File: src/hw/ssa_pkg.sv
// shared constants, types and opcode decode for the subtract/swap/test datapath
package ssa_pkg;

  // ----------------------------------------------------------------
  // register map, byte addresses on the axi4-lite slave
  // ----------------------------------------------------------------
  localparam int ADDR_W = 8; // slave address width
  localparam logic [7:0] OFS_INSTR = 8'h00; // instruction word, write executes
  localparam logic [7:0] OFS_ACC = 8'h04; // working accumulator
  localparam logic [7:0] OFS_STATUS = 8'h08; // z, half carry, carry
  localparam logic [7:0] OFS_FUSE = 8'h0c; // extended config fuse word
  localparam logic [7:0] OFS_LAST = 8'h10; // last opcode and result, read only
  localparam logic [7:0] OFS_FILE_BASE = 8'h80; // file registers, one word each
  localparam int FILE_SEL_POS = 7; // address bit that selects the file window

  // ----------------------------------------------------------------
  // field positions and reset values
  // ----------------------------------------------------------------
  localparam int FLAG_C_POS = 0; // carry, 1 means no borrow
  localparam int FLAG_HALF_CARRY_POS = 1; // half carry
  localparam int FLAG_Z_POS = 2; // zero
  localparam int FUSE_BIN_POS = 0; // borrow_in_enable_n bit in fuse word
  localparam int LAST_RESULT_POS = 16; // result byte in the last register
  localparam logic [7:0] ACC_RST = 8'h00; // accumulator after reset
  localparam logic [2:0] FLAGS_RST = 3'h0; // status after reset
  localparam logic FUSE_BIN_RST = 1'b1; // unprogrammed fuse: no borrow-in
  localparam logic [11:0] LAST_RST = 12'h000; // last opcode after reset

  // ----------------------------------------------------------------
  // opcode layout: top seven bits select, low five address the file
  // ----------------------------------------------------------------
  localparam logic [6:0] OPC_SUB = 7'h05; // 0000 101f ffff
  localparam logic [6:0] OPC_SWAP = 7'h1d; // 0011 101f ffff
  localparam logic [6:0] OPC_TEST = 7'h11; // 0010 001f ffff
  localparam int FILE_IDX_W = 5; // operand field width

  // ----------------------------------------------------------------
  // bus answers
  // ----------------------------------------------------------------
  localparam logic [1:0] RESP_OKAY = 2'h0; // normal completion
  localparam logic [1:0] RESP_SLVERR = 2'h2; // unmapped or refused

  // ----------------------------------------------------------------
  // types
  // ----------------------------------------------------------------
  typedef enum logic [1:0] {SSA_OP_NONE, SSA_OP_SUB, SSA_OP_SWAP, SSA_OP_TEST} ssa_op_t;

  // status bits, packed to match the status register layout
  typedef struct packed {
    logic z;
    logic half_carry_flag; // 1 means no borrow out of the low nibble
    logic c;
  } ssa_flags_t;

  // what the datapath hands back for one instruction
  typedef struct packed {
    logic [7:0] value;
    ssa_flags_t flags;
    logic write_file;
  } ssa_alu_out_t;

  // opcode word to operation, used by the bus decode and the datapath
  function automatic ssa_op_t ssa_decode(input logic [11:0] word);
    ssa_op_t op;
    op = SSA_OP_NONE;
    case (word[11:5])
      OPC_SUB: op = SSA_OP_SUB;
      OPC_SWAP: op = SSA_OP_SWAP;
      OPC_TEST: op = SSA_OP_TEST;
      default: op = SSA_OP_NONE;
    endcase
    return op;
  endfunction

endpackage

File: src/hw/ssa_core.sv
// axi4-lite slave around the subtract/swap/test datapath and its file registers
`timescale 1ns/1ps
// How it works
// RULE1 - subtract writes file minus accumulator back
// RULE2 - carry cleared on borrow, set otherwise
// RULE3 - half carry cleared on low-nibble borrow
// RULE4 - zero flag follows an all-zero difference
// RULE5 - programmed fuse adds inverted carry borrow-in
// RULE6 - carry carries bit-seven borrow for chaining
// RULE7 - swap exchanges nibbles, flags untouched
// RULE8 - test rewrites value, updates zero only
// RULE9 - five-bit operand picks file 00h..1Fh
// RULE10 - write and flags land in one cycle
module ssa_core #(
  parameter int FILE_DEPTH = 32
) (
  input wire logic clk_sys,
  input wire logic rst,
  input wire logic [7:0] s_axi_awaddr,
  input wire logic [2:0] s_axi_awprot,
  input wire logic s_axi_awvalid,
  output logic s_axi_awready,
  input wire logic [31:0] s_axi_wdata,
  input wire logic [3:0] s_axi_wstrb,
  input wire logic s_axi_wvalid,
  output logic s_axi_wready,
  output logic [1:0] s_axi_bresp,
  output logic s_axi_bvalid,
  input wire logic s_axi_bready,
  input wire logic [7:0] s_axi_araddr,
  input wire logic [2:0] s_axi_arprot,
  input wire logic s_axi_arvalid,
  output logic s_axi_arready,
  output logic [31:0] s_axi_rdata,
  output logic [1:0] s_axi_rresp,
  output logic s_axi_rvalid,
  input wire logic s_axi_rready
);

  // ----------------------------------------------------------------
  // elaboration checks
  // ----------------------------------------------------------------
  // the operand field is five bits wide, so the file must match it
  if (FILE_DEPTH != (1 << ssa_pkg::FILE_IDX_W)) begin : g_bad_depth
    $error("ssa_core: file depth must match the operand field");
  end

  // ----------------------------------------------------------------
  // state
  // ----------------------------------------------------------------
  typedef enum logic [3:0] {
    S_IDLE, S_WACC, S_WDO, S_EXEC, S_BRESP, S_RACC, S_RDO, S_RMEM, S_RRESP
  } ssa_state_t;

  ssa_state_t state, next_state; // one bus transaction at a time
  logic [7:0] addr, next_addr; // latched bus address
  logic [31:0] data, next_data; // latched write data
  logic [3:0] strb, next_strb; // latched write strobes
  logic [7:0] acc, next_acc; // working accumulator
  ssa_pkg::ssa_flags_t flags, next_flags; // status flags
  logic borrow_in_enable_n, next_borrow_in_enable_n; // fuse bit, low enables
  logic [11:0] last_opcode, next_last_opcode; // instruction being run
  logic [7:0] last_result, next_last_result; // value written by it
  logic next_awready, next_wready, next_arready; // handshake readies
  logic next_bvalid, next_rvalid; // answer valids
  logic [1:0] next_bresp, next_rresp; // answer codes
  logic [31:0] next_rdata; // read answer data

  // memory port, driven straight from the next-state logic
  logic mem_we;
  logic [ssa_pkg::FILE_IDX_W-1:0] mem_waddr, mem_raddr;
  logic [7:0] mem_wdata, mem_rdata;

  ssa_pkg::ssa_op_t exec_op; // decoded operation of the latched opcode
  ssa_pkg::ssa_alu_out_t alu_res; // datapath answer

  // unused protection bits are accepted and ignored
  logic unused_prot;
  assign unused_prot = ^{s_axi_awprot, s_axi_arprot};

  // ----------------------------------------------------------------
  // submodules
  // ----------------------------------------------------------------
  assign exec_op = ssa_pkg::ssa_decode(last_opcode);

  ssa_alu u_alu (
    .op(exec_op),
    .file_register_operand(mem_rdata),
    .acc(acc),
    .flags_in(flags),
    .borrow_in_enable_n(borrow_in_enable_n),
    .res(alu_res)
  );

  ssa_file_mem #(
    .WIDTH(8),
    .DEPTH(FILE_DEPTH)
  ) u_mem (
    .clk_sys(clk_sys),
    .we(mem_we),
    .waddr(mem_waddr),
    .wdata(mem_wdata),
    .raddr(mem_raddr),
    .rdata(mem_rdata)
  );

  // ----------------------------------------------------------------
  // next-state logic
  // ----------------------------------------------------------------
  // writes win the arbitration when both directions arrive together
  always_comb begin
    next_state = state;
    next_addr = addr;
    next_data = data;
    next_strb = strb;
    next_acc = acc;
    next_flags = flags;
    next_borrow_in_enable_n = borrow_in_enable_n;
    next_last_opcode = last_opcode;
    next_last_result = last_result;
    next_awready = 1'b0;
    next_wready = 1'b0;
    next_arready = 1'b0;
    next_bvalid = s_axi_bvalid;
    next_bresp = s_axi_bresp;
    next_rvalid = s_axi_rvalid;
    next_rresp = s_axi_rresp;
    next_rdata = s_axi_rdata;
    mem_we = 1'b0;
    mem_waddr = addr[6:2];
    mem_wdata = data[7:0];
    mem_raddr = addr[6:2];
    case (state)
      S_IDLE: begin
        // raise both readies only once address and data are both offered
        if (s_axi_awvalid && s_axi_wvalid) begin
          next_awready = 1'b1;
          next_wready = 1'b1;
          next_state = S_WACC;
        end else if (s_axi_arvalid) begin
          next_arready = 1'b1;
          next_state = S_RACC;
        end
      end
      S_WACC: begin
        // both channels handshake at this edge
        next_addr = s_axi_awaddr;
        next_data = s_axi_wdata;
        next_strb = s_axi_wstrb;
        next_state = S_WDO;
      end
      S_WDO: begin
        next_bvalid = 1'b1;
        next_bresp = ssa_pkg::RESP_OKAY;
        next_state = S_BRESP;
        if (addr[ssa_pkg::FILE_SEL_POS]) begin
          mem_we = strb[0]; // direct file register write
        end else begin
          case (addr)
            ssa_pkg::OFS_INSTR: begin
              // unknown opcodes or strobes missing lane 0 or 1 are refused
              if (strb[1:0] == 2'h3 &&
                  ssa_pkg::ssa_decode(data[11:0]) != ssa_pkg::SSA_OP_NONE) begin
                next_last_opcode = data[11:0];
                mem_raddr = data[4:0]; // RULE9
                next_bvalid = 1'b0;
                next_state = S_EXEC;
              end else begin
                next_bresp = ssa_pkg::RESP_SLVERR;
              end
            end
            ssa_pkg::OFS_ACC: begin
              if (strb[0]) begin
                next_acc = data[7:0];
              end
            end
            ssa_pkg::OFS_STATUS: begin
              if (strb[0]) begin
                next_flags = data[2:0];
              end
            end
            ssa_pkg::OFS_FUSE: begin
              if (strb[0]) begin
                next_borrow_in_enable_n = data[ssa_pkg::FUSE_BIN_POS];
              end
            end
            default: begin
              next_bresp = ssa_pkg::RESP_SLVERR; // read-only or unmapped
            end
          endcase
        end
      end
      S_EXEC: begin
        // operand is in mem_rdata now; file write and flags share this edge
        mem_waddr = last_opcode[4:0]; // RULE9
        mem_we = alu_res.write_file; // RULE10
        mem_wdata = alu_res.value; // RULE1 RULE7 RULE8
        next_flags = alu_res.flags; // RULE10
        next_last_result = alu_res.value;
        next_bvalid = 1'b1;
        next_state = S_BRESP;
      end
      S_BRESP: begin
        if (s_axi_bready) begin
          next_bvalid = 1'b0;
          next_state = S_IDLE;
        end
      end
      S_RACC: begin
        next_addr = s_axi_araddr;
        next_state = S_RDO;
      end
      S_RDO: begin
        next_rresp = ssa_pkg::RESP_OKAY;
        next_rdata = 32'h0000_0000;
        if (addr[ssa_pkg::FILE_SEL_POS]) begin
          next_state = S_RMEM; // wait out the registered read
        end else begin
          next_rvalid = 1'b1;
          next_state = S_RRESP;
          case (addr)
            ssa_pkg::OFS_INSTR: next_rdata = {20'h00000, last_opcode};
            ssa_pkg::OFS_ACC: next_rdata = {24'h000000, acc};
            ssa_pkg::OFS_STATUS: next_rdata = {29'h00000000, flags};
            ssa_pkg::OFS_FUSE: next_rdata = {31'h00000000, borrow_in_enable_n};
            ssa_pkg::OFS_LAST: next_rdata = {8'h00, last_result, 4'h0, last_opcode};
            default: next_rresp = ssa_pkg::RESP_SLVERR;
          endcase
        end
      end
      S_RMEM: begin
        next_rdata = {24'h000000, mem_rdata};
        next_rvalid = 1'b1;
        next_state = S_RRESP;
      end
      S_RRESP: begin
        if (s_axi_rready) begin
          next_rvalid = 1'b0;
          next_state = S_IDLE;
        end
      end
      default: begin
        next_state = S_IDLE;
      end
    endcase
  end

  // ----------------------------------------------------------------
  // registers
  // ----------------------------------------------------------------
  always_ff @(posedge clk_sys) begin
    if (rst) begin
      state <= S_IDLE;
      addr <= 8'h00;
      data <= 32'h0000_0000;
      strb <= 4'h0;
      acc <= ssa_pkg::ACC_RST;
      flags <= ssa_pkg::FLAGS_RST;
      borrow_in_enable_n <= ssa_pkg::FUSE_BIN_RST;
      last_opcode <= ssa_pkg::LAST_RST;
      last_result <= 8'h00;
      s_axi_awready <= 1'b0;
      s_axi_wready <= 1'b0;
      s_axi_arready <= 1'b0;
      s_axi_bvalid <= 1'b0;
      s_axi_bresp <= ssa_pkg::RESP_OKAY;
      s_axi_rvalid <= 1'b0;
      s_axi_rresp <= ssa_pkg::RESP_OKAY;
      s_axi_rdata <= 32'h0000_0000;
    end else begin
      state <= next_state;
      addr <= next_addr;
      data <= next_data;
      strb <= next_strb;
      acc <= next_acc;
      flags <= next_flags;
      borrow_in_enable_n <= next_borrow_in_enable_n;
      last_opcode <= next_last_opcode;
      last_result <= next_last_result;
      s_axi_awready <= next_awready;
      s_axi_wready <= next_wready;
      s_axi_arready <= next_arready;
      s_axi_bvalid <= next_bvalid;
      s_axi_bresp <= next_bresp;
      s_axi_rvalid <= next_rvalid;
      s_axi_rresp <= next_rresp;
      s_axi_rdata <= next_rdata;
    end
  end

  // ----------------------------------------------------------------
  // checks
  // ----------------------------------------------------------------
  logic exec_sub; // subtract in its execute cycle
  assign exec_sub = (state == S_EXEC) && (exec_op == ssa_pkg::SSA_OP_SUB);

  chk_sub_result: assert property (@(posedge clk_sys) disable iff (rst) // RULE1
    exec_sub && borrow_in_enable_n |-> mem_we && mem_wdata == 8'(mem_rdata - acc)
      ##1 acc == $past(acc))
    else $error("subtract result or accumulator wrong");

  chk_sub_carry: assert property (@(posedge clk_sys) disable iff (rst) // RULE2
    exec_sub && borrow_in_enable_n |=> flags.c == ($past(mem_rdata) >= $past(acc)))
    else $error("subtract carry wrong");

  chk_sub_half: assert property (@(posedge clk_sys) disable iff (rst) // RULE3
    exec_sub && borrow_in_enable_n |=>
      flags.half_carry_flag == ($past(mem_rdata[3:0]) >= $past(acc[3:0])))
    else $error("subtract half carry wrong");

  chk_sub_zero: assert property (@(posedge clk_sys) disable iff (rst) // RULE4
    exec_sub |=> flags.z == (last_result == 8'h00))
    else $error("subtract zero flag wrong");

  chk_borrow_in: assert property (@(posedge clk_sys) disable iff (rst) // RULE5
    exec_sub && !borrow_in_enable_n && !flags.c |-> mem_wdata == 8'(mem_rdata - acc - 8'h01))
    else $error("borrow-in not applied");

  chk_chain_carry: assert property (@(posedge clk_sys) disable iff (rst) // RULE6
    exec_sub && !borrow_in_enable_n |=> flags.c ==
      (9'($past(mem_rdata)) >= 9'($past(acc)) + 9'(!$past(flags.c))))
    else $error("chained carry wrong");

  chk_swap_flags: assert property (@(posedge clk_sys) disable iff (rst) // RULE7
    state == S_EXEC && exec_op == ssa_pkg::SSA_OP_SWAP
      |-> mem_wdata == {mem_rdata[3:0], mem_rdata[7:4]} ##1 flags == $past(flags))
    else $error("swap wrong");

  chk_test_zero: assert property (@(posedge clk_sys) disable iff (rst) // RULE8
    state == S_EXEC && exec_op == ssa_pkg::SSA_OP_TEST |-> mem_we && mem_wdata == mem_rdata
      ##1 flags.z == ($past(mem_rdata) == 8'h00) && flags.c == $past(flags.c))
    else $error("test wrong");

  chk_file_index: assert property (@(posedge clk_sys) disable iff (rst) // RULE9
    state == S_WDO && next_state == S_EXEC |-> mem_raddr == data[4:0]
      ##1 mem_waddr == $past(data[4:0]))
    else $error("operand address wrong");

  chk_exec_single: assert property (@(posedge clk_sys) disable iff (rst) // RULE10
    state == S_WDO && next_state == S_EXEC |=> mem_we ##1 s_axi_bvalid && state == S_BRESP)
    else $error("execution not single cycle");

endmodule

File: src/hw/ssa_file_mem.sv
// file register storage with one write port and a registered read port
`timescale 1ns/1ps
module ssa_file_mem #(
  parameter int WIDTH = 8,
  parameter int DEPTH = 32,
  parameter int AW = $clog2(DEPTH)
) (
  input wire logic clk_sys,
  input wire logic we,
  input wire logic [AW-1:0] waddr,
  input wire logic [WIDTH-1:0] wdata,
  input wire logic [AW-1:0] raddr,
  output logic [WIDTH-1:0] rdata
);

  // ----------------------------------------------------------------
  // elaboration checks
  // ----------------------------------------------------------------
  if (DEPTH < 2 || WIDTH < 1 || (1 << AW) < DEPTH) begin : g_bad
    $error("ssa_file_mem: unsupported width or depth");
  end

  logic [WIDTH-1:0] mem [DEPTH]; // contents, not reset like a real file

  // ----------------------------------------------------------------
  // storage
  // ----------------------------------------------------------------
  // read data is registered, so a read lands one edge after its address;
  // a read and write of the same word in one cycle returns the old value
  always_ff @(posedge clk_sys) begin
    if (we) begin
      mem[waddr] <= wdata;
    end
    rdata <= mem[raddr];
  end

endmodule

File: src/hw/ssa_alu.sv
// combinational datapath for subtract, nibble swap and zero test
`timescale 1ns/1ps
module ssa_alu (
  input wire ssa_pkg::ssa_op_t op,
  input wire logic [7:0] file_register_operand,
  input wire logic [7:0] acc,
  input wire ssa_pkg::ssa_flags_t flags_in,
  input wire logic borrow_in_enable_n,
  output ssa_pkg::ssa_alu_out_t res
);

  logic borrow; // borrow-in taken from an inverted carry
  logic [8:0] diff; // full difference with borrow out on top
  logic [4:0] low_diff; // low nibble difference for the half carry

  // ----------------------------------------------------------------
  // arithmetic
  // ----------------------------------------------------------------
  always_comb begin
    borrow = ~borrow_in_enable_n & ~flags_in.c; // RULE5
    diff = {1'b0, file_register_operand} - {1'b0, acc} - {8'h00, borrow}; // RULE1
    low_diff = {1'b0, file_register_operand[3:0]} - {1'b0, acc[3:0]} - {4'h0, borrow};
    res = '{value: file_register_operand, flags: flags_in, write_file: 1'b0};
    case (op)
      ssa_pkg::SSA_OP_SUB: begin
        res.value = diff[7:0]; // RULE1
        res.flags.c = ~diff[8]; // RULE2 RULE6
        res.flags.half_carry_flag = ~low_diff[4]; // RULE3
        res.flags.z = (diff[7:0] == 8'h00); // RULE4
        res.write_file = 1'b1;
      end
      ssa_pkg::SSA_OP_SWAP: begin
        // flags pass straight through
        res.value = {file_register_operand[3:0], file_register_operand[7:4]}; // RULE7
        res.write_file = 1'b1;
      end
      ssa_pkg::SSA_OP_TEST: begin
        // value rewritten onto itself, only zero moves
        res.flags.z = (file_register_operand == 8'h00); // RULE8
        res.write_file = 1'b1;
      end
      default: begin
        res.write_file = 1'b0;
      end
    endcase
  end

endmodule

File: config.mk
export PLATFORM = sky130hd
export DESIGN_NAME = ssa_core
export DESIGN_NICKNAME = d
export VERILOG_FILES = /design/src/hw/ssa_pkg.sv /design/src/hw/ssa_core.sv /design/src/hw/ssa_file_mem.sv /design/src/hw/ssa_alu.sv
export SDC_FILE = /design/constraint.sdc
export NUM_CORES = 1
export LEC_CHECK = 0
export BUFFER_PORTS_ARGS = -buffer_cell sky130_fd_sc_hd__buf_2
export CORE_MARGIN = 5
export CORE_UTILIZATION = 60
export DETAILED_ROUTE_END_ITERATION = 12
export PLACE_DENSITY_LB_ADDON = 0.12
export SYNTH_ARGS = -nofsm -noshare
export SYNTH_HDL_FRONTEND = slang
export SYNTH_SLANG_ARGS = --single-unit
File: constraint.sdc
create_clock -name clk_sys -period 4.2 [get_ports clk_sys]
set_input_delay 0.42 -clock clk_sys [delete_from_list [all_inputs] [get_ports clk_sys]]
set_output_delay 0.42 -clock clk_sys [all_outputs]
set_load 0.01 [all_outputs]
==> impl_results.md <==
- Number of global-route vias before repair: 10100
- Routing usage on met2: 41.4%
- Synth-to-layout area growth: 12.9%
- Area share of fa/ha/maj cells after synthesis: 1.75%
- Wire length of the first global-routing pass: 58.4 mm
- Setup_tns: 0 ps
- Die Wd: 169 microns
- Max cap viols: 0
- Worst rel slew slack: 35.1%
- Setup CP Type: reg -> reg
- Endpoints failing setup: 0
- Clock buffer count from CTS: 36
- Flop-to-flop setup slack: 570 ps
- Top-count cell post-synth: edfxtp_1
- DRT antenna net count: 0
- Drt pass-1 iters: 6
- Compound-Gate Fraction of Synth Area: 13.1%
- Total routed wirelength: 37.8 mm
- Leakage power: 6.13 nW
- Worst min-delay path category: in -> reg
- IO Pins: approximately 110
- Die height: roughly 170 microns
- Achievable Freq: 275 MHz
- Die area: 28500 sq um
- Outcome: finished, final reports clean
- Worst-path maximum fanout: 32
- Pwr Total: 0.00896 W
- Setup bufs post-CTS: 0
- Placed cells: 1648
- GR Util All Layers: 26.3%
- Initial drt markers: ~1200
- M3 GR Usage: 4.48%
- Final WS setup: 570 ps
- DP Area: 16000 sq um
- Share of layout cells above drive strength 1: around 15%
- Final hold violation count: 0
- Grt met1 use: 37.1%
- Startpoint Class: flip-flop
- CTS Hold Bufs: 0
- GP Congestion: 0.896
- Cell area after layout: 17100 sq um
- Yosys top cell by area: edfxtp_1
- Hpwl dp: around 25 mm
- Vias post-DR: roughly 11000
- Seq cells post-synth: 348
- Number of flops mapped to enable cells by yosys: approximately 260
- CP Capture Type: flip-flop
- DRC: 0
- # diodes: 0
- DR WL/cell: 22.1 microns
- Register area share after synthesis: 62.9%
- Async set-or-reset flop fraction in the synthesized netlist: 0%
- Fin crit share: 86.4%
- Max Transition Viols Final: 0
- Clk Latency, worst-skew pair: around 520 ps
- Top-area cell type share of the netlist area: 50.8%
- PwrDens: around 520 nW/um^2
- Largest family of logic cells by synthesized area: compound AO/OA/AOI/OAI gates
- Simple-Gate Fraction of Synth Area: 13.0%
- Syn Inst Count: 1266
- Post-cts resize count: 0
- CTS tree: done
- Multiplexer share of the synthesized area: 4.68%
- Ys Warns: 0
- Post-Syn Area: 15100 sq um
- Fin Clk Skew: 21.6 ps
- Required time of the critical path: 4480 ps
- Tmin final: 3630 ps
- Synthesized area per cell: 12.0 sq um
- Top_reg_cell synth: edfxtp_1
- # nets final: 1441
- IO Port Bufs: 63
- Clock Path Buffers: 3
- Largest net degree at the start of global routing: 52
- Gr busiest metal: met2
- Synth Area in XOR/XNOR: 0.578%
- Slew @ Worst Pin: 967 ps
- Top post-synthesis cells by area: edfxtp_1, dfxtp_1, nand2_1
- Initial antenna violation count: 0
- FP Rows: 58
- Vias per cell: 6.26
- CTS H-tree depth: 2
- Fin cells: 1713
- Post-Place Worst Slack: ~600 ps
- GRT overflow: 0
- Unrepaired setup endpoints after global routing: false
- Clock Tree Root: clkbuf_16
- Peak VDD IR: 0.424 mV
- Yosys cell types: 79
- CTS clk-pin slew, worst paths: 60 ps
- Initial Utilization: around 60%
- WP data arrival: a little under 4000 ps
- Most frequent cells after synthesis: edfxtp_1, nand2_1, a21oi_1, nor2_1, dfxtp_1
- Core Region: about 25000 sq um
- Sink Count: 348
[final cells by class]
class	count	area, sq um
sequential	348	9530
fill	1842	7940
multi-input combinational	811	5090
clock buffer	51	1000
timing repair buffer	130	831
tap	330	413
clock inverter	14	125
inverter	29	109
[worst paths after layout]
path / depth (start not counted) / endpoint / start
setup / recovery: 12 / u_mem.mem[19][6] / borrow_in_enable_n
hold / removal: 3 / s_axi_arready / s_axi_arvalid
setup reg to reg: 12 / u_mem.mem[19][6] / borrow_in_enable_n
hold reg to reg: 2 / s_axi_rdata[10] / s_axi_rdata[10]
[through the flow]
step           hold slack, ps  util, %
2_1_floorplan             431        -
3_3_place_gp              435     63.8
3_5_place_dp              445     63.8
4_1_cts                   127     68.3
5_1_grt                   138     68.3
6_report                  145     68.3
[power breakdown]
| group | internal [W] | total, W | switching [W] | leakage [nW] |
|---|---|---|---|---|
| combinational | 0.000623 | 0.00187 | 0.00125 | 2.47 |
| clock | 0.00179 | 0.00305 | 0.00126 | 0.550 |
| sequential | 0.00388 | 0.00404 | 0.000156 | 3.11 |
[kinds of logic after synthesis]
group / after synthesis
flip-flops: 348
adder cells (fa/ha/maj): 20
XOR/XNOR: 10
other: 1
AO/OA/AOI/OAI: 290
multiplexers: 49
buffers and inverters: 120
AND/OR/NAND/NOR: 428
[sequential cells by signal, indices dropped and copies added, names as in the netlist, 2 cells and up]
signal and flops:
data 12, flags 3, acc 8, strb 2
u_mem.rdata 8, last_result 8, last_opcode 12, addr 8
u_mem.mem 256, s_axi_rdata 20, state 4
[worst max-delay path: stages (launching register included)]
cell      delay [ps]
dfxtp_1          320
or2_2            300
fa_1             420
fa_1             420
nand2b_1         180
a21oi_1          330
o21bai_1         110
a21oi_1          240
nor2b_1          100
o31a_1           260
a211o_1          290
nand2_1           80
buf_4            330
[routing by layer]
metal,share of wire (%),wire length [microns]
met3,7.9,2970
met1,42,15900
met4,3.4,1280
met2,47,17700
met5,0,0
[cell usage in the layout (no fill, tap or decap), drive strengths merged, types with 18 or more instances in the layout]
| cell | synthesis | layout |
|---|---|---|
| nor3 | 28 | 28 |
| buf | 45 | 130 |
| nand2 | 198 | 198 |
| edfxtp | 256 | 256 |
| o21ai | 19 | 19 |
| inv | 27 | 27 |
| a21oi | 100 | 100 |
| a221oi | 20 | 20 |
| mux2i | 31 | 31 |
| a22oi | 34 | 34 |
| clkbuf | 46 | 51 |
| a211o | 18 | 18 |
| nand3 | 42 | 42 |
| ha | 18 | 18 |
| dfxtp | 92 | 92 |
| nor2 | 96 | 96 |
No activity file was read; power rests on OpenSTA's default activity.
